[config.mk]
export PLATFORM = sky130hd
export DESIGN_NAME = adc_status_interrupt_regs
export DESIGN_NICKNAME = d
export VERILOG_FILES = /design/src/adc_regs_pkg.sv /design/src/ahb_reg_port.sv /design/src/set_clear_flags.sv /design/src/adc_status_interrupt_regs.sv
export SDC_FILE = /design/constraint.sdc
export NUM_CORES = 1
export LEC_CHECK = 0
export BUFFER_PORTS_ARGS = -buffer_cell sky130_fd_sc_hd__clkbuf_2
export CORE_ASPECT_RATIO = 1.1
export CORE_MARGIN = 5
export CORE_UTILIZATION = 59
export CTS_CLUSTER_DIAMETER = 60
export CTS_CLUSTER_SIZE = 8
export DETAILED_ROUTE_END_ITERATION = 10
export MAX_ROUTING_LAYER = met4
export PLACE_DENSITY_LB_ADDON = 0.05
export SYNTH_ARGS = -nofsm -noshare
export SYNTH_HDL_FRONTEND = slang
export SYNTH_HIERARCHICAL = 1
export SYNTH_SLANG_ARGS = --single-unit
[constraint.sdc]
create_clock -name core_clk -period 2.48 [get_ports core_clk]
set_input_delay 0.248 -clock core_clk [delete_from_list [all_inputs] [get_ports core_clk]]
set_output_delay 0.248 -clock core_clk [all_outputs]
set_load 0.01 [all_outputs]
[src/adc_regs_pkg.sv]
// Constants shared by the converter status and result register block.
// Assumes a 32-bit register bus with word-aligned offsets.
package adc_regs_pkg;
   localparam int NUM_CHAN = 8;
   localparam int RES_W = 10;
   localparam int FLAG_W = 20;
   // Byte offsets of the register map
   localparam logic [7:0] OFF_CHAN_ENABLE_SET = 8'h10;
   localparam logic [7:0] OFF_CHAN_ENABLE_CLEAR = 8'h14;
   localparam logic [7:0] OFF_CHANNEL_ENABLE_VIEW = 8'h18;
   localparam logic [7:0] OFF_CONVERSION_STATUS = 8'h1C;
   localparam logic [7:0] OFF_LAST_RESULT = 8'h20;
   localparam logic [7:0] OFF_IRQ_ENABLE_SET = 8'h24;
   localparam logic [7:0] OFF_IRQ_ENABLE_CLEAR = 8'h28;
   localparam logic [7:0] OFF_IRQ_MASK_VIEW = 8'h2C;
   localparam logic [7:0] OFF_CHANNEL_RESULT0 = 8'h30;
   localparam logic [7:0] OFF_CHANNEL_RESULT7 = 8'h4C;
   localparam logic [7:0] OFF_DMA_RX_COUNTER = 8'h60;
   localparam logic [7:0] OFF_DMA_RX_NEXT_COUNTER = 8'h64;
   // Status field positions
   localparam int POS_DONE = 0;
   localparam int POS_OVR = 8;
   localparam int POS_READY = 16;
   localparam int POS_GOVR = 17;
   localparam int POS_RX_COUNT_DONE_FLAG = 18;
   localparam int POS_BOTHEMPTY = 19;
   localparam int CNT_W = 16;
   localparam logic [31:0] RESET_ZERO = 32'h0000_0000;
   localparam logic [1:0] HTRANS_NONSEQ = 2'h2;
   localparam logic [2:0] HSIZE_WORD = 3'h2;
endpackage : adc_regs_pkg

[src/ahb_reg_port.sv]
// AHB-Lite slave front end: captures the address phase, yields one-cycle
// write and read strobes in the data phase. Zero wait states, OKAY always.
`timescale 1ns/100ps
`default_nettype none
module ahb_reg_port (
   input wire logic core_clk,
   input wire logic rstn,
   input wire logic hsel,
   input wire logic [31:0] haddr,
   input wire logic [1:0] htrans,
   input wire logic hwrite,
   input wire logic [2:0] hsize,
   input wire logic hready,
   output logic hreadyout,
   output logic hresp,
   output logic wr_stb,
   output logic rd_stb,
   output logic [7:0] reg_addr
);
   import adc_regs_pkg::*;

   logic phase_valid;
   logic phase_write;
   // Latch a word-sized NONSEQ address phase
   always_ff @(posedge core_clk or negedge rstn) begin
      if (!rstn) begin
         phase_valid <= 1'b0;
         phase_write <= 1'b0;
         reg_addr <= 8'h00;
      end else if (hready) begin
         phase_valid <= hsel && htrans == HTRANS_NONSEQ && hsize == HSIZE_WORD;
         phase_write <= hwrite;
         reg_addr <= haddr[7:0];
      end
   end
   assign hreadyout = 1'b1;
   assign hresp = 1'b0;
   assign wr_stb = phase_valid && phase_write;
   assign rd_stb = phase_valid && !phase_write;
endmodule : ahb_reg_port
`default_nettype wire

[src/set_clear_flags.sv]
// Bank of sticky flags: set wins over clear in the same cycle.
// Assumes set and clear come from logic on core_clk.
`timescale 1ns/100ps
`default_nettype none
module set_clear_flags #(
   parameter int WIDTH = 8
) (
   input wire logic core_clk,
   input wire logic rstn,
   input wire logic soft_clear,
   input wire logic [WIDTH-1:0] set,
   input wire logic [WIDTH-1:0] clear,
   output logic [WIDTH-1:0] flags
);
   // One flop per flag, set has priority so no event is lost
   for (genvar i = 0; i < WIDTH; i++) begin : g_flag
      always_ff @(posedge core_clk or negedge rstn) begin
         if (!rstn) begin
            flags[i] <= 1'b0;
         end else if (set[i]) begin
            flags[i] <= 1'b1;
         end else if (clear[i] || soft_clear) begin
            flags[i] <= 1'b0;
         end
      end
   end
endmodule : set_clear_flags
`default_nettype wire

[src/adc_status_interrupt_regs.sv]
// Status, result and interrupt-mask registers of an eight-channel converter.
// Assumes conv_done pulses one core_clk cycle from converter logic on the same clock.
// Summary of operation
// - Done flag set on enabled channel completion
// - Done flag zero if disabled or pending
// - Channel overrun sets flag, status read clears
// - Ready flag set on result, cleared reading
// - General overrun sticky, status read clears
// - Counter reaching zero sets flag, write clears
// - Both-empty flag while both counters zero
// - Last result loaded on every completion
// - Channel result loaded only when enabled
// - Enable-set ones set mask bits
// - Enable-clear ones clear mask bits
// - Mask view returns current mask
// - Channel enable view reports enable state
//
// Our own choices: the register offsets and register access over AHB-Lite.
`timescale 1ns/100ps
`default_nettype none
module adc_status_interrupt_regs #(
   parameter int CHANS = adc_regs_pkg::NUM_CHAN
) (
   input wire logic core_clk,
   input wire logic rstn,
   input wire logic hsel,
   input wire logic [31:0] haddr,
   input wire logic [1:0] htrans,
   input wire logic hwrite,
   input wire logic [2:0] hsize,
   input wire logic [31:0] hwdata,
   input wire logic hready,
   output logic hreadyout,
   output logic hresp,
   output logic [31:0] hrdata,
   input wire logic soft_reset,
   input wire logic conv_done,
   input wire logic [2:0] conv_chan,
   input wire logic [adc_regs_pkg::RES_W-1:0] conv_value,
   input wire logic dma_rx_decrement,
   output logic irq
);
   import adc_regs_pkg::*;

   if (CHANS != NUM_CHAN) begin : g_bad_chans
      $error("CHANS must equal eight: status layout is fixed");
   end

   logic wr_stb;
   logic rd_stb;
   logic [7:0] reg_addr;
   logic [CHANS-1:0] chan_enabled;
   logic [FLAG_W-1:0] irq_mask;
   logic [RES_W-1:0] last_result_value;
   logic [RES_W-1:0] per_channel_result [CHANS];
   logic [CNT_W-1:0] dma_rx_counter;
   logic [CNT_W-1:0] dma_rx_next_counter;
   logic [CHANS-1:0] conv_done_flag;
   logic [CHANS-1:0] chan_overrun_flag;
   logic [1:0] glob_flags;
   logic result_ready_flag;
   logic global_overrun_flag;
   logic rx_count_done_flag;
   logic rx_both_empty_flag;
   logic [FLAG_W-1:0] status_word;
   logic [CHANS-1:0] done_set;
   logic [CHANS-1:0] done_clr;
   logic [CHANS-1:0] ovr_set;
   logic status_rd;
   logic last_rd;
   logic cnt_wr;
   logic rx_reach;
   logic [31:0] next_rdata;

   // Decoded write to a given offset
   function automatic logic wr_to(input logic [7:0] off);
      return wr_stb && reg_addr == off;
   endfunction : wr_to

   ahb_reg_port u_port (
      .core_clk(core_clk),
      .rstn(rstn),
      .hsel(hsel),
      .haddr(haddr),
      .htrans(htrans),
      .hwrite(hwrite),
      .hsize(hsize),
      .hready(hready),
      .hreadyout(hreadyout),
      .hresp(hresp),
      .wr_stb(wr_stb),
      .rd_stb(rd_stb),
      .reg_addr(reg_addr)
   );

   // Channel enable bits, software reset returns them to zero
   always_ff @(posedge core_clk or negedge rstn) begin
      if (!rstn) begin
         chan_enabled <= '0;
      end else if (soft_reset) begin
         chan_enabled <= '0;
      end else if (wr_to(OFF_CHAN_ENABLE_SET)) begin
         chan_enabled <= chan_enabled | hwdata[CHANS-1:0];
      end else if (wr_to(OFF_CHAN_ENABLE_CLEAR)) begin
         chan_enabled <= chan_enabled & ~hwdata[CHANS-1:0];
      end
   end

   // Interrupt mask, write-one-to-set and write-one-to-clear
   always_ff @(posedge core_clk or negedge rstn) begin
      if (!rstn) begin
         irq_mask <= '0;
      end else if (soft_reset) begin
         irq_mask <= '0;
      end else if (wr_to(OFF_IRQ_ENABLE_SET)) begin
         irq_mask <= irq_mask | hwdata[FLAG_W-1:0];
      end else if (wr_to(OFF_IRQ_ENABLE_CLEAR)) begin
         irq_mask <= irq_mask & ~hwdata[FLAG_W-1:0];
      end
   end

   // Last result follows every completion
   always_ff @(posedge core_clk or negedge rstn) begin
      if (!rstn) begin
         last_result_value <= '0;
      end else if (soft_reset) begin
         last_result_value <= '0;
      end else if (conv_done) begin
         last_result_value <= conv_value;
      end
   end

   // Per-channel results only for enabled channels
   for (genvar c = 0; c < CHANS; c++) begin : g_chan
      always_ff @(posedge core_clk or negedge rstn) begin
         if (!rstn) begin
            per_channel_result[c] <= '0;
         end else if (soft_reset) begin
            per_channel_result[c] <= '0;
         end else if (conv_done && conv_chan == 3'(c) && chan_enabled[c]) begin
            per_channel_result[c] <= conv_value;
         end
      end
      assign done_set[c] = conv_done && conv_chan == 3'(c) && chan_enabled[c];
      assign ovr_set[c] = done_set[c] && conv_done_flag[c];
      // Reading this channel's result consumes its done flag
      assign done_clr[c] = rd_stb && reg_addr == OFF_CHANNEL_RESULT0 + 8'(4 * c);
   end

   assign status_rd = rd_stb && reg_addr == OFF_CONVERSION_STATUS;
   assign last_rd = rd_stb && reg_addr == OFF_LAST_RESULT;
   assign cnt_wr = wr_to(OFF_DMA_RX_COUNTER) || wr_to(OFF_DMA_RX_NEXT_COUNTER);
   // decrement that empties the current buffer; one coinciding with a counter write is dropped
   assign rx_reach = dma_rx_decrement && dma_rx_counter == CNT_W'(1) && !cnt_wr;

   set_clear_flags #(.WIDTH(CHANS)) u_done (
      .core_clk(core_clk),
      .rstn(rstn),
      .soft_clear(soft_reset),
      .set(done_set),
      .clear(done_clr),
      .flags(conv_done_flag)
   );

   set_clear_flags #(.WIDTH(CHANS)) u_ovr (
      .core_clk(core_clk),
      .rstn(rstn),
      .soft_clear(soft_reset),
      .set(ovr_set),
      .clear({CHANS{status_rd}}),
      .flags(chan_overrun_flag)
   );

   // ready set on result, general overrun
   set_clear_flags #(.WIDTH(2)) u_glob (
      .core_clk(core_clk),
      .rstn(rstn),
      .soft_clear(soft_reset),
      .set({conv_done && result_ready_flag, conv_done}),
      .clear({status_rd, last_rd}),
      .flags(glob_flags)
   );
   assign result_ready_flag = glob_flags[0];
   assign global_overrun_flag = glob_flags[1];

   // Receive counters: software loads, the transfer engine decrements
   always_ff @(posedge core_clk or negedge rstn) begin
      if (!rstn) begin
         dma_rx_counter <= '0;
         dma_rx_next_counter <= '0;
      end else if (soft_reset) begin
         dma_rx_counter <= '0;
         dma_rx_next_counter <= '0;
      end else if (wr_to(OFF_DMA_RX_COUNTER)) begin
         dma_rx_counter <= hwdata[CNT_W-1:0];
      end else if (wr_to(OFF_DMA_RX_NEXT_COUNTER)) begin
         dma_rx_next_counter <= hwdata[CNT_W-1:0];
      end else if (dma_rx_decrement && dma_rx_counter != '0) begin
         if (dma_rx_counter == CNT_W'(1)) begin
            // Reload from the next counter as the buffer swaps
            dma_rx_counter <= dma_rx_next_counter;
            dma_rx_next_counter <= '0;
         end else begin
            dma_rx_counter <= dma_rx_counter - CNT_W'(1);
         end
      end
   end

   // sticky zero-reach, any counter write clears
   always_ff @(posedge core_clk or negedge rstn) begin
      if (!rstn) begin
         rx_count_done_flag <= 1'b1;
      end else if (soft_reset) begin
         rx_count_done_flag <= 1'b1;
      end else if (rx_reach) begin
         rx_count_done_flag <= 1'b1;
      end else if (cnt_wr) begin
         rx_count_done_flag <= 1'b0;
      end
   end

   assign rx_both_empty_flag = dma_rx_counter == '0 && dma_rx_next_counter == '0;

   // done bits only from enabled channels
   assign status_word = {rx_both_empty_flag, rx_count_done_flag, global_overrun_flag,
                         result_ready_flag, chan_overrun_flag, conv_done_flag & chan_enabled};

   assign irq = |(status_word & irq_mask);

   // Read mux; unmapped and write-only offsets read zero
   always_comb begin
      next_rdata = RESET_ZERO;
      case (reg_addr)
         OFF_CHANNEL_ENABLE_VIEW: next_rdata[CHANS-1:0] = chan_enabled; // enable view
         OFF_CONVERSION_STATUS: next_rdata[FLAG_W-1:0] = status_word;
         OFF_LAST_RESULT: next_rdata[RES_W-1:0] = last_result_value;
         OFF_IRQ_MASK_VIEW: next_rdata[FLAG_W-1:0] = irq_mask; // mask view
         OFF_DMA_RX_COUNTER: next_rdata[CNT_W-1:0] = dma_rx_counter;
         OFF_DMA_RX_NEXT_COUNTER: next_rdata[CNT_W-1:0] = dma_rx_next_counter;
         default: begin
            if (reg_addr >= OFF_CHANNEL_RESULT0 && reg_addr <= OFF_CHANNEL_RESULT7 && reg_addr[1:0] == 2'h0) begin
               next_rdata[RES_W-1:0] = per_channel_result[3'(reg_addr[4:2] - OFF_CHANNEL_RESULT0[4:2])];
            end
         end
      endcase
   end

   // Read data is combinational off the registered address phase; zero when idle
   assign hrdata = rd_stb ? next_rdata : RESET_ZERO;

   // Checks
   ready_set_a: assert property (@(posedge core_clk) disable iff (!rstn)
      conv_done && !soft_reset |=> result_ready_flag) else $error("ready flag not set");
   ready_clear_a: assert property (@(posedge core_clk) disable iff (!rstn)
      last_rd && !conv_done |=> !result_ready_flag) else $error("ready flag not cleared");
   govr_set_a: assert property (@(posedge core_clk) disable iff (!rstn)
      conv_done && result_ready_flag && !soft_reset |=> global_overrun_flag) else $error("overrun missed");
   last_load_a: assert property (@(posedge core_clk) disable iff (!rstn)
      conv_done && !soft_reset |=> last_result_value == $past(conv_value)) else $error("last result wrong");
   empty_level_a: assert property (@(posedge core_clk) disable iff (!rstn)
      status_word[POS_BOTHEMPTY] == (dma_rx_counter == '0 && dma_rx_next_counter == '0))
      else $error("both-empty flag wrong");
   rx_count_done_flag_clear_a: assert property (@(posedge core_clk) disable iff (!rstn)
      cnt_wr && !soft_reset |=> !rx_count_done_flag) else $error("rx_count_done_flag not cleared");
   done_gate_a: assert property (@(posedge core_clk) disable iff (!rstn)
      (status_word[CHANS-1:0] & ~chan_enabled) == '0) else $error("done flag on disabled channel");
   mask_set_a: assert property (@(posedge core_clk) disable iff (!rstn)
      wr_to(OFF_IRQ_ENABLE_SET) && !soft_reset |=> (irq_mask & $past(hwdata[FLAG_W-1:0])) == $past(hwdata[FLAG_W-1:0]))
      else $error("mask not set");
   mask_clear_a: assert property (@(posedge core_clk) disable iff (!rstn)
      wr_to(OFF_IRQ_ENABLE_CLEAR) |=> (irq_mask & $past(hwdata[FLAG_W-1:0])) == '0) else $error("mask not cleared");
   irq_out_a: assert property (@(posedge core_clk) disable iff (!rstn)
      irq == |(status_word & irq_mask)) else $error("interrupt output wrong");
   ovr_clear_a: assert property (@(posedge core_clk) disable iff (!rstn)
      status_rd && ovr_set == '0 |=> chan_overrun_flag == '0) else $error("overrun not cleared");
   // Set, load and clear paths that the level checks above do not reach
   done_set_a: assert property (@(posedge core_clk) disable iff (!rstn)
      conv_done && chan_enabled[conv_chan] && !soft_reset |=> conv_done_flag[$past(conv_chan)])
      else $error("done flag not set");
   chan_load_a: assert property (@(posedge core_clk) disable iff (!rstn)
      conv_done && chan_enabled[conv_chan] && !soft_reset |=> per_channel_result[$past(conv_chan)] == $past(conv_value))
      else $error("channel result not loaded");
   chan_hold_a: assert property (@(posedge core_clk) disable iff (!rstn)
      conv_done && !chan_enabled[conv_chan] && !soft_reset |=>
      per_channel_result[$past(conv_chan)] == $past(per_channel_result[conv_chan])) else $error("disabled channel loaded");
   chan_ovr_a: assert property (@(posedge core_clk) disable iff (!rstn)
      conv_done && chan_enabled[conv_chan] && conv_done_flag[conv_chan] && !soft_reset |=>
      chan_overrun_flag[$past(conv_chan)]) else $error("channel overrun missed");
   govr_clear_a: assert property (@(posedge core_clk) disable iff (!rstn)
      status_rd && !(conv_done && result_ready_flag) |=> !global_overrun_flag)
      else $error("general overrun not cleared");
   rx_count_done_flag_set_a: assert property (@(posedge core_clk) disable iff (!rstn)
      rx_reach && !soft_reset |=> rx_count_done_flag)
      else $error("rx_count_done_flag not set");
   enable_set_a: assert property (@(posedge core_clk) disable iff (!rstn)
      wr_to(OFF_CHAN_ENABLE_SET) && !soft_reset |=> (chan_enabled & $past(hwdata[CHANS-1:0])) == $past(hwdata[CHANS-1:0]))
      else $error("channel not enabled");
endmodule : adc_status_interrupt_regs
`default_nettype wire

==> results.txt, run 1 <==
----------------------------------------------------
[Clocking]
  TritonCTS clock tree ... built
  Worst-Skew Late Latency ... roughly 430 ps
  Reg clk slew, reported paths ... approximately 70 ps
  Deepest clock path buffer count ... 2
  Clock Tree Root ... sky130_fd_sc_hd__clkbuf_16
  H-tree Lvls ... 4
  CTS sink cnt ... around 180
  Number of clock buffers inserted by TritonCTS ... 17

[Cells and area]
  Most common cell after layout, fill and taps aside ... sky130_fd_sc_hd__nand2_1
  Net count, final ... ~1,200
  Synthesis-to-layout area growth ... 18.3%
  Commonest cells after routing, fill and taps aside ... sky130_fd_sc_hd__nand2_1, sky130_fd_sc_hd__dfrtp_1, sky130_fd_sc_hd__a21oi_1
  Flip-flop and latch area ... between 4000 and 5000 µm²
  Antenna cell count ... 0
  Share of cells above drive strength 1 ... roughly a quarter
  Footprint of the multi-input gates ... 4920 µm²
  Count of fill cells added during filler insertion ... between 1,000 and 1,500

[Synth]
  Simple-Gate Fraction of Synth Area ... between 15 and 20%
  Share of the synthesized area in the top cell type ... between 40% and 50%
  Post-synthesis instance area ... around 9700 µm²
  Number of warnings reported in the yosys synthesis log ... 6
  Combinational family with the most area after synthesis ... compound AO/OA/AOI/OAI gates
  Sequential element share of the synthesized area ... a little under half
  Fraction of the mapped netlist area in adder cells ... 0.389%
  Share of the synthesized netlist area taken by xor and xnor gates ... 0.817%
  Number of unique standard cell types used by synthesis ... 66
  Most frequently used flop master after synthesis ... sky130_fd_sc_hd__dfrtp_1
  Cell accounting for the most synthesized area ... sky130_fd_sc_hd__dfrtp_1
  Cell count after synthesis ... ~1,000
  Ys async rst share ... 100%
  Number of enable flip-flop cells after synthesis ... 0
  Mean instance size in the synthesized netlist ... 9.49 µm²
  Area contributors post-synth ... sky130_fd_sc_hd__dfrtp_1, sky130_fd_sc_hd__nand2_1, sky130_fd_sc_hd__a21oi_1
  #FFs+latches synth ... around 180
  Synthesized-area fraction occupied by ao, oa, aoi and oai cells ... between 20% and 30%
  Mux share of post-synthesis cell area ... about 9.0%

[Timing]
  Number of max-slew violations in the final report ... 0
  Tmin final ... around 2700 ps
  Number of hold violations in the final report ... 0
  Post-route setup slack ... -192 ps
  Max Fclk ... 374 MHz
  WHS ... 10.9 ps
  Final critical-path share of the clock period ... 108%
  Final setup violation count ... 18
  Unrepaired setup endpoints after global routing ... true
  Max Clock Skew ... between 7 and 8 ps
  Slew HR ... 60.2%
  Slew of the pin with the lowest slew margin ... 598 ps

[Power and ir drop]
  Cell internal power dissipation ... about 4.9 mW
  Clock share of power ... around two fifths
  Power Dens Cells ... roughly 600 nW/µm²
  Net switching power figure ... ~1.9 mW
  Leakage power ... 5.06 nW
  Final Power ... between 6 and 7 mW
  Sequential share of power ... between 40% and 50%
  Combinational fraction of design power ... ~14%
  Switching portion of total power ... roughly 28%
  Worst voltage drop across the vdd grid ... between 400 and 500 µV

[Placed design]
  HPWL after detailed placement ... 20,200 µm
  GP Congestion ... 0.979
  Count of buffers from port buffering ... 74

[Setup path]
  Kind of critical path ... register to output port
  Delay-heaviest family, CP ... compound AO/OA/AOI/OAI gates
  Total buffers and inverters traversed by the critical path ... 3
  Start of the worst register-to-register path ... u_port/reg_addr[2]
  Reg-to-reg slack, setup ... roughly 180 ps
  Cell-by-cell trace of the critical path ... nor4b_4 -> buf_6 -> buf_4 -> and2_4 -> a222oi_1 -> o21ai_1 -> o2bb2ai_2 -> buf_2
  Worst setup SP type ... register
  Depth of the most critical reg-to-reg path ... 8
  Critical path required time ... about 2200 ps
  Capture point of the worst reg-to-reg path ... irq_mask[2]
  Crit end category ... output port
  Critical path's slowest cell ... sky130_fd_sc_hd__dfrtp_2
  Critical path arrival ... between 2000 and 2500 ps
  Critical Path Source ... u_port/reg_addr[5]
  Delay contributed by the slowest stage of the critical path ... between 400 and 500 ps
  Worst-path fanout max ... 8

[GRT]
  Number of global-route vias before repair ... 8,232
  Overall routing resource usage ... around a third
  First-pass GRT wire length ... 46,700 µm
  Total global routing overflow ... 0
  Pin count of the biggest net entering global routing ... about 130
  Number of antenna violations at the first check in global routing ... 0

[Hold path]
  Number of cells on the worst hold path ... 2
  Min-Delay Path Class ... input pin to register
  Hold Path Origin ... hwdata[18]
  Capture endpoint of the worst hold path ... irq_mask[18]

[Floorplan]
  Effective utilization at floorplan ... 59.6%
  Row count ... between 40 and 50
  Total core area ... around 16,000 µm²
  Die Footprint ... 19,000 µm²
  Overall die height ... 144 µm
  IO Pins ... approximately 130
  Die span in x ... about 130 µm

[Route]
  Post-route DRC ... 0
  Total vias in the final route ... 8,492
  Drt first pass iters ... 8
  Average wire length per cell after detail routing ... about 23 µm
  Antenna-violating nets left ... 0
  Violation count after the first detailed-routing iteration ... between 1,000 and 1,500
  Routed WL ... about 30,000 µm
  Routed vias/inst ... approximately 6.4

[Run]
  Number of violations of the max-capacitance limit ... 0

[Run status]
  Failing checks ... setup timing
  Run status ... finished, violations left

----------------------------------------------------
==> final cells by class <==
type	count	area share, %
Multi-Input combinational cell	737	43.1
Sequential cell	179	39.3
Timing Repair Buffer	153	9.83
Clock buffer	22	4.15
Tap cell	204	2.24
Clock inverter	10	0.855
Inverter	16	0.526
==> sequential cells by signal, summed over array words and instances, names as in the netlist <==
name,count
last_result_value,10
u_done/flags,8
u_port/reg_addr,8
u_port/phase_valid,1
dma_rx_counter,16
dma_rx_next_counter,16
chan_enabled,8
per_channel_result,80
rx_count_done_flag,1
irq_mask,20
u_ovr/flags,8
u_glob/flags,2
u_port/phase_write,1
==> synthesized netlist by cell type (15+ instances only) <==
master / number
sky130_fd_sc_hd__nand2_1: 192
sky130_fd_sc_hd__dfrtp_1: 178
sky130_fd_sc_hd__a21oi_1: 111
sky130_fd_sc_hd__nor2_1: 64
sky130_fd_sc_hd__clkbuf_1: 56
sky130_fd_sc_hd__mux2i_1: 29
sky130_fd_sc_hd__a21o_1: 27
sky130_fd_sc_hd__a22o_1: 25
sky130_fd_sc_hd__a211oi_1: 21
sky130_fd_sc_hd__a22oi_1: 21
sky130_fd_sc_hd__and2_1: 21
sky130_fd_sc_hd__a31oi_1: 20
sky130_fd_sc_hd__mux4_2: 20
sky130_fd_sc_hd__o21ai_0: 19
sky130_fd_sc_hd__buf_2: 18
sky130_fd_sc_hd__buf_4: 18
sky130_fd_sc_hd__inv_1: 15
sky130_fd_sc_hd__nand3_1: 15
==> stage by stage <==
step | util (%) | instances | worst slack, ps | area [µm²] | setup TNS, ps
after CTS | 69.2 | 1312 | -118 | 11200 | -987
after global routing | 70.5 | 1321 | -253 | 11400 | -3570
final | 70.5 | 1321 | -192 | 11400 | -2300
after floorplan | - | 1028 | 260 | 9690 | 0
after global placement | 64.1 | 1270 | 116 | 10400 | 0
after detailed placement | 64.1 | 1270 | 68.4 | 10400 | 0
==> worst max-delay path by stage <==
stage                           end  slack, ps  cells after the start
after global routing      hrdata[9]       -250                      8
after global placement    hrdata[8]        120                      7
after detailed placement  hrdata[8]         70                      7
final                     hrdata[9]       -190                      8
after floorplan           hrdata[4]        260                      6
after CTS                 hrdata[5]       -120                      8
==> power by group through the flow <==
| stage | Sequential (mW) | Clock [mW] | Combinational [mW] |
|---|---|---|---|
| 6_report | 3.23 | 2.64 | 0.990 |
| 5_1_grt | 3.24 | 2.79 | 1.07 |
| 4_1_cts | 3.21 | 2.67 | 0.942 |
| 3_5_place_dp | 3.26 | 0 | 0.902 |
| 3_3_place_gp | 3.26 | 0 | 0.891 |
| 2_1_floorplan | 3.19 | 0 | 0.596 |
==> layer usage <==
layer	vias to the layer above	GRT usage, %	wire, µm
li1	3809	-	-
met1	4192	41.2	11700
met2	423	54.0	15400
met3	68	4.73	2190
met4	0	10.5	762
met5	-	-	0
==> repair_timing <==
action / in CTS / in global routing
setup endpoints to repair: 17 / 19
buffers inserted: 7 / 8
pin swaps: 19 / 15
hold endpoints to repair: 48 / 0
gates resized for setup: 44 / 33
gates cloned: 3 / 1
hold buffers: 1 / 0
==> kinds of logic (layout without fill, tap and decap cells) <==
group,after synthesis,after routing
adder cells (fa/ha/maj),3,3
XOR/XNOR,9,9
flip-flops,179,179
AND/OR/NAND/NOR,352,353
AO/OA/AOI/OAI,300,300
buffers and inverters,113,201
other,3,14
multiplexers,58,58
No activity file was read; power rests on OpenSTA's default activity.
==> run 2, diff against run 1 <==
--- a/config.mk
+++ b/config.mk
@@ -14,6 +14,7 @@
 export DETAILED_ROUTE_END_ITERATION = 10
 export MAX_ROUTING_LAYER = met4
 export PLACE_DENSITY_LB_ADDON = 0.05
+export RECOVER_POWER = 25
 export SYNTH_ARGS = -nofsm -noshare
 export SYNTH_HDL_FRONTEND = slang
 export SYNTH_HIERARCHICAL = 1
==> run 2 against run 1 <==
The run still ends with setup timing left; fmax fell by 0.19%; routed wire length about the same; setup slack got worse by 5.0 ps; register-to-register slack worse by 40 ps; non-clock buffer count is the same; highest routed layer unchanged; sequential share of layout area increased by 0.071 points.
==> results.txt, run 2 (synthesis gave the netlist of run 1 again) <==
----------------------------------------------------
[Clocking]
  Clock Tree Root ... sky130_fd_sc_hd__clkbuf_16
  Deepest clock path buffer count ... 2 (unchanged)
  Number of clock buffers inserted by TritonCTS ... 17 (unchanged)
  TritonCTS clock tree ... built
  Worst-Skew Late Latency ... 430 ps (about the same)
  Reg clk slew, reported paths ... 70 ps (about the same)
  H-tree Lvls ... 4 (unchanged)
  CTS sink cnt ... 179 (unchanged)

[GRT]
  Total global routing overflow ... 0 (unchanged)
  Pin count of the biggest net entering global routing ... 134 (unchanged)
  First-pass GRT wire length ... 46,700 µm (unchanged)
  Number of antenna violations at the first check in global routing ... 0 (unchanged)
  Overall routing resource usage ... 32.3% (unchanged)
  Number of global-route vias before repair ... 8,232 (unchanged)

[Timing]
  Slew HR ... 0.0238% (-60 points)
  Max Clock Skew ... 8.79 ps (+0.905 ps)
  Total Negative Setup Slacks ... -2550 ps (-245 ps)
  Number of max-slew violations in the final report ... 0 (unchanged)
  Tmin final ... 2680 ps (+5.03 ps)
  Unrepaired setup endpoints after global routing ... true
  Number of hold violations in the final report ... 0 (unchanged)
  WHS ... 7.68 ps (-3.19 ps)
  Max Fclk ... 374 MHz (-0.19%)
  Final setup violation count ... 18 (unchanged)
  Final critical-path share of the clock period ... 108% (+0.20 points)
  Post-route setup slack ... -197 ps (-5.03 ps)
  Slew of the pin with the lowest slew margin ... 1500 ps (+902 ps)

[Power and ir drop]
  Final Power ... 6.86 mW (about the same)
  Power Dens Cells ... 602 nW/µm² (+0.28%)
  Leakage power ... 5.05 nW (-0.18%)
  Worst voltage drop across the vdd grid ... 465 µV (+1.7%)

[Route]
  DR WL met3 ... 2080 µm (-4.9%)
  Met2 layer wire length in the routed design ... 15,400 µm (-0.28%)
  Post-route DRC ... 0 (unchanged)
  Routed WL ... 30,100 µm (about the same)
  Routed vias/inst ... 6.43 (about the same)
  Average wire length per cell after detail routing ... 22.8 µm (about the same)
  Violation count after the first detailed-routing iteration ... 1,069 (+5.3%)
  Antenna-violating nets left ... 0 (unchanged)
  Uppermost layer routed ... met4
  Drt first pass iters ... 6 (-2)
  Total vias in the final route ... 8,490 (-0.024%)
  Routed met1 length ... 11,900 µm (+1.5%)

[Cells and area]
  Largest reg by FF count ... per_channel_result
  Count of placed standard cells in the final layout, fillers left out ... 1,321 (unchanged)
  Count of fill cells added during filler insertion ... 1,284 (+0.47%)
  Commonest cells after routing, fill and taps aside ... sky130_fd_sc_hd__nand2_1, sky130_fd_sc_hd__dfrtp_1, sky130_fd_sc_hd__a21oi_1
  Synthesis-to-layout area growth ... 18.0%
  Largest register FFs ... 80 (unchanged)
  Post-Layout Inst Area ... 11,400 µm² (-0.21%)
  Largest registers in the final layout ... per_channel_result (80), irq_mask (20)
  Antenna cell count ... 0 (unchanged)
  Share of cells above drive strength 1 ... 23.2% (-0.18 points)
  Most common cell after layout, fill and taps aside ... sky130_fd_sc_hd__nand2_1
  Final Core Density ... 70.4% (-0.15 points)
  Net count, final ... 1,197 (unchanged)

[Floorplan]
  Die span in x ... 132 µm (unchanged)
  Die Footprint ... 19,000 µm² (unchanged)
  Row count ... 49 (unchanged)
  Total core area ... 16,200 µm² (unchanged)
  Overall die height ... 144 µm (unchanged)
  Effective utilization at floorplan ... 59.6% (unchanged)
  IO Pins ... 125 (unchanged)

[Setup path]
  Kind of critical path ... register to output port
  Critical path's slowest cell ... sky130_fd_sc_hd__dfrtp_2
  Delay contributed by the slowest stage of the critical path ... 480 ps (about the same)
  Worst-path fanout max ... 8 (unchanged)
  Crit end category ... output port
  Cell-by-cell trace of the critical path ... nor4b_4 -> buf_6 -> buf_4 -> and2_4 -> a222oi_1 -> o21ai_1 -> o2bb2ai_2 -> buf_2
  Delay-heaviest family, CP ... compound AO/OA/AOI/OAI gates
  Capture point of the worst reg-to-reg path ... irq_mask[15]
  Critical path arrival ... 2430 ps (about the same)
  Capture point of the worst path ... hrdata[9]
  Depth of the most critical reg-to-reg path ... 8 (unchanged)
  Critical path required time ... 2230 ps (about the same)
  Depth of the critical timing path with buffers and inverters included ... 8 (unchanged)
  Worst setup SP type ... register
  Start of the worst register-to-register path ... u_port/reg_addr[2]
  Critical Path Source ... u_port/reg_addr[5]
  Reg-to-reg slack, setup ... 140 ps (-40 ps)
  Total buffers and inverters traversed by the critical path ... 3 (unchanged)

[Placed design]
  Pre-CTS setup slack ... 68.4 ps (unchanged)
  GP Congestion ... 0.979 (unchanged)
  HPWL after detailed placement ... 20,200 µm (unchanged)
  Cell area reported after detailed placement ... 10,400 µm² (unchanged)
  Cell total after placement ... 1,270 (unchanged)
  Count of buffers from port buffering ... 74 (unchanged)

[Hold path]
  Number of cells on the worst hold path ... 2 (unchanged)
  Min-Delay Path Class ... input pin to register

[Run status]
  Run status ... finished, violations left
  Failing checks ... setup timing

[Run]
  Number of violations of the max-capacitance limit ... 0 (unchanged)

----------------------------------------------------
-- run 2: layer usage --
metal,GRT usage [%],up-vias
met3,4.73,66
met4,10.5,0
met5,-,-
met1,41.2,4203
li1,-,3808
met2,54.0,413
-- run 2: power breakdown --
part / internal, mW / switching, mW / leakage [nW] / total [mW]
Clock: 1.47 / 1.17 / 0.273 / 2.64
Sequential: 3.04 / 0.189 / 2.41 / 3.23
Combinational: 0.416 / 0.571 / 2.36 / 0.987
Total: 4.93 / 1.93 / 5.05 / 6.86
-- run 2: final cells by class --
type / count / area [µm²] / share of cell area [%]
Clock buffer: 22 / 474 / 4.16
Multi-Input combinational cell: 737 / 4920 / 43.2
Timing Repair Buffer: 153 / 1100 / 9.65
Inverter: 16 / 60.1 / 0.527
Clock inverter: 10 / 97.6 / 0.856
Sequential cell: 179 / 4490 / 39.4
Tap cell: 204 / 255 / 2.24
-- run 2: how the worst min path moves through the flow --
| stage | start | end | slack [ps] |
|---|---|---|---|
| 4_1_cts | hwdata[18] | irq_mask[18] | 5 |
| 5_1_grt | hwdata[19] | irq_mask[19] | 9 |
| 3_5_place_dp | rstn | per_channel_result[30] | 240 |
| 6_report | hwdata[18] | irq_mask[18] | 8 |
| 2_1_floorplan | rstn | chan_enabled[0] | -50 |
| 3_3_place_gp | rstn | per_channel_result[30] | 230 |
-- run 2: repair_timing --
| action | in CTS | in global routing |
|---|---|---|
| resized for setup | 44 | 33 |
| pin swaps | 19 | 15 |
| hold buffers | 1 | 0 |
| buffers inserted | 7 | 8 |
| cloned | 3 | 1 |
| hold endpoints to repair | 48 | 0 |
| setup endpoints to repair | 17 | 19 |
==> run 3, diff against run 2 <==
--- a/config.mk
+++ b/config.mk
@@ -5,10 +5,11 @@
 export SDC_FILE = /design/constraint.sdc
 export NUM_CORES = 1
 export LEC_CHECK = 0
+export ABC_AREA = 1
 export BUFFER_PORTS_ARGS = -buffer_cell sky130_fd_sc_hd__clkbuf_2
 export CORE_ASPECT_RATIO = 1.1
 export CORE_MARGIN = 5
-export CORE_UTILIZATION = 59
+export CORE_UTILIZATION = 60
 export CTS_CLUSTER_DIAMETER = 60
 export CTS_CLUSTER_SIZE = 8
 export DETAILED_ROUTE_END_ITERATION = 10
==> run 3 against run 2 <==
The flow still finishes with violations (setup timing); clock skew is 2.2 ps higher; fmax is 5.1% higher; design area is 12% higher; total power is 7.3% higher; setup slack better by 130 ps; largest cell class unchanged.
==> results.txt, run 3 <==
----------------------------------------------------
[Run status]
  Run status ... finished, violations left
  Failing checks ... setup timing

[Cells and area]
  Share of cells above drive strength 1 ... 15.9% (-7.3 points)
  Largest register FFs ... 80 (unchanged)
  Largest registers in the final layout ... per_channel_result (80), irq_mask (20)
  Antenna cell count ... 0 (unchanged)
  Most common cell after layout, fill and taps aside ... sky130_fd_sc_hd__nand2_1
  Flip-flop and latch area ... 4490 µm² (about the same)
  Commonest cells after routing, fill and taps aside ... sky130_fd_sc_hd__nand2_1, sky130_fd_sc_hd__inv_1, sky130_fd_sc_hd__nor2_1
  Net count, final ... 1,822 (+52%)
  Post-Layout Inst Area ... 12,800 µm² (+12%)
  Largest reg by FF count ... per_channel_result
  Synthesis-to-layout area growth ... 17.1%
  Footprint of the multi-input gates ... 5570 µm² (+13%)
  Count of fill cells added during filler insertion ... 1,486 (+16%)

[Setup path]
  Cell-by-cell trace of the critical path ... inv_6 -> nor2_4 -> nand2_4 -> nor2_4 -> nor2_4 -> nand2_4 -> nor2_4 -> o21ai_1 -> nand2_1 -> nor2_2 -> buf_2
  Delay-heaviest family, CP ... simple AND/OR/NAND/NOR gates
  Critical path required time ... 2230 ps (about the same)
  Crit end category ... output port
  Critical path arrival ... 2300 ps (-130 ps)
  Critical path's slowest cell ... sky130_fd_sc_hd__dfrtp_4
  Delay contributed by the slowest stage of the critical path ... 590 ps (+110 ps)
  Worst setup SP type ... register
  Total buffers and inverters traversed by the critical path ... 2 (-1)
  Kind of critical path ... register to output port
  Worst-path fanout max ... 8 (unchanged)
  Most used cell along the critical path ... sky130_fd_sc_hd__nor2_4

[Power and ir drop]
  Combinational fraction of design power ... 18.6% (+4.2 points)
  Sequential share of power ... 44.5% (-2.6 points)
  Leakage power ... 6.69 nW (+33%)
  Clock share of power ... 36.9% (-1.7 points)
  Power Dens Cells ... 577 nW/µm² (-4.2%)
  Net switching power figure ... 2.45 mW (+27%)
  Worst voltage drop across the vdd grid ... 479 µV (+3.2%)
  Switching portion of total power ... 33.3% (+5.1 points)
  Cell internal power dissipation ... 4.91 mW (-0.22%)

[Route]
  Routed WL ... 34,000 µm (+13%)
  Violation count after the first detailed-routing iteration ... 1,025 (-4.1%)
  Post-route DRC ... 0 (unchanged)
  Total vias in the final route ... 10,798 (+27%)
  Drt first pass iters ... 7 (+1)
  Average wire length per cell after detail routing ... 17.2 µm (-25%)
  Routed vias/inst ... 5.45 (-15%)
  Antenna-violating nets left ... 0 (unchanged)

[Synth]
  Cell count after synthesis ... 1,627 (+60%)
  Area contributors post-synth ... sky130_fd_sc_hd__dfrtp_1, sky130_fd_sc_hd__nand2_1, sky130_fd_sc_hd__nor2_1
  Cell accounting for the most synthesized area ... sky130_fd_sc_hd__dfrtp_1
  Share of the synthesized area in the top cell type ... 40.9% (-5.3 points)
  Most frequently used flop master after synthesis ... sky130_fd_sc_hd__dfrtp_1
  Post-synthesis instance area ... 10,900 µm² (+13%)
  Top-count cell post-synth ... sky130_fd_sc_hd__nand2_1
  Number of enable flip-flop cells after synthesis ... 0 (unchanged)
  Number of unique standard cell types used by synthesis ... 42 (-36%)
  Number of warnings reported in the yosys synthesis log ... 6 (unchanged)
  Mean instance size in the synthesized netlist ... 6.70 µm² (-29%)
  Sequential element share of the synthesized area ... 41.1% (-5.3 points)
  Ys async rst share ... 100% (unchanged)
  Synth cell count leaders ... sky130_fd_sc_hd__nand2_1, sky130_fd_sc_hd__nor2_1, sky130_fd_sc_hd__inv_1, sky130_fd_sc_hd__dfrtp_1, sky130_fd_sc_hd__o21ai_0
  #FFs+latches synth ... 179 (unchanged)

[Placed design]
  HPWL after detailed placement ... 23,700 µm (+18%)
  GP Congestion ... 0.989 (+1.0%)
  Count of buffers from port buffering ... 74 (unchanged)
  Cell area reported after detailed placement ... 11,500 µm² (+11%)
  Pre-CTS setup slack ... 218 ps (+150 ps)

[Floorplan]
  IO Pins ... 125 (unchanged)
  Die Footprint ... 21,000 µm² (+10%)
  Overall die height ... 151 µm (+5.0%)
  Row count ... 51 (+4.1%)
  Die span in x ... 139 µm (+5.0%)
  Total core area ... 17,800 µm² (+10%)
  Effective utilization at floorplan ... 61.2% (+1.6 points)

[Timing]
  Number of max-slew violations in the final report ... 0 (unchanged)
  Slew HR ... 44.9% (+45 points)
  Total Negative Setup Slacks ... -447 ps (+2100 ps)
  Post-route setup slack ... -67.8 ps (+129 ps)
  Max Clock Skew ... 11.0 ps (+2.22 ps)
  WHS ... 6.88 ps (-0.799 ps)
  Slew of the pin with the lowest slew margin ... 825 ps (-674 ps)
  Final setup violation count ... 9 (-9)
  Unrepaired setup endpoints after global routing ... true
  Tmin final ... 2550 ps (-129 ps)
  Final critical-path share of the clock period ... 103% (-5.2 points)
  Max Fclk ... 392 MHz (+5.1%)
  Number of hold violations in the final report ... 0 (unchanged)

[GRT]
  Total global routing overflow ... 0 (unchanged)
  First-pass GRT wire length ... 53,000 µm (+13%)
  Number of global-route vias before repair ... 9,987 (+21%)
  Overall routing resource usage ... 33.3% (+0.96 points)
  Pin count of the biggest net entering global routing ... 68 (-49%)
  Number of antenna violations at the first check in global routing ... 0 (unchanged)

[Clocking]
  Clock Tree Root ... sky130_fd_sc_hd__clkbuf_16
  Number of clock buffers inserted by TritonCTS ... 17 (unchanged)
  Deepest clock path buffer count ... 2 (unchanged)
  TritonCTS clock tree ... built
  H-tree Lvls ... 4 (unchanged)
  Reg clk slew, reported paths ... 70 ps (about the same)
  Worst-Skew Late Latency ... 440 ps (about the same)
  CTS sink cnt ... 179 (unchanged)

[Hold path]
  Min-Delay Path Class ... input pin to register

[Run]
  Number of violations of the max-capacitance limit ... 0 (unchanged)

----------------------------------------------------
## run 3: cell count changes after synthesis, sizes merged, moves of 21 or more
cell	before	now
a21oi	112	61
nor2	67	206
nand2	192	650
mux2i	29	0
a211oi	21	0
inv	15	190
o21ai	20	121
a21o	27	0
nand3	15	84
a22o	25	0
clkbuf	56	28
a22oi	21	0
## run 3: logic make-up (layout without fill, tap and decap cells)
logic type	after synthesis	count (layout)	synth area share [%]
and+or+nand+nor	986	988	38.6
buffers and inverters	265	367	10.7
AOI/OAI and AO/OA	189	189	8.98
DFF	179	179	41.1
xor gates and xnor gates	2	2	0.161
adders and majority gates	3	3	0.344
other	3	14	0.103
## run 3: area by class of cell
type | instances | share of cell area (%)
Clock buffer | 17 | 3.33
Clock inverter | 15 | 1.24
Sequential cell | 179 | 35.2
Tap cell | 238 | 2.33
Multi-Input combinational cell | 1196 | 43.7
Inverter | 193 | 5.87
Timing Repair Buffer | 142 | 8.39
## run 3: power groups by stage
stage / registers, mW / logic (mW) / clock network, mW
after floorplan: 3.26 / 0.855 / 0
after global placement: 3.32 / 1.19 / 0
after detailed placement: 3.32 / 1.21 / 0
after CTS: 3.27 / 1.32 / 2.74
after global routing: 3.30 / 1.52 / 2.88
final: 3.28 / 1.37 / 2.72
## run 3: final timing paths
path,start,endpoint,slack [ps],depth (start not counted)
min in group asynchronous,rstn,irq_mask[17],370,2
setup / recovery,u_port/reg_addr[2],hrdata[6],-70,11
hold / removal,haddr[0],u_port/reg_addr[0],7,3
max in group asynchronous,rstn,dma_rx_counter[7],860,3
setup reg to reg,u_port/reg_addr[2],dma_rx_counter[5],330,11
hold reg to reg,last_result_value[2],last_result_value[2],490,2
## run 3: worst register-to-register path: stages, from the launching register on
cell	delay, ps
sky130_fd_sc_hd__dfrtp_4	590
sky130_fd_sc_hd__nor2_8	180
sky130_fd_sc_hd__nand2_8	90
sky130_fd_sc_hd__buf_4	150
sky130_fd_sc_hd__inv_2	50
sky130_fd_sc_hd__nand3_2	100
sky130_fd_sc_hd__nand2_4	170
sky130_fd_sc_hd__inv_4	150
sky130_fd_sc_hd__nand2_4	270
sky130_fd_sc_hd__nand2_1	80
sky130_fd_sc_hd__nor2_1	150
sky130_fd_sc_hd__nor2_1	50
## run 3: metal layers
| layer | up-vias | share of wire, % | track usage [%] |
|---|---|---|---|
| met3 | 113 | 6.3 | 4.39 |
| met2 | 475 | 48 | 54.4 |
| li1 | 5209 | - | - |
| met5 | - | 0 | - |
| met4 | 0 | 4.6 | 16.1 |
| met1 | 5001 | 41 | 41.4 |
## run 3: timing repair
item | 4_1_cts | 5_1_grt
pin swaps | 17 | 31
hold buffers | 7 | 0
resized for setup | 52 | 68
buffers inserted | 17 | 6
hold endpoints to repair | 70 | 0
gates cloned | 2 | 1
setup endpoints to repair | 20 | 21
## run 3: through the flow
stage	power (mW)	std cells	util [%]
6_report	7.36	1980	71.7
5_1_grt	7.70	1980	71.7
4_1_cts	7.33	1973	70.5
3_5_place_dp	4.53	1915	64.7
3_3_place_gp	4.51	1915	64.7
2_1_floorplan	4.11	1638	-
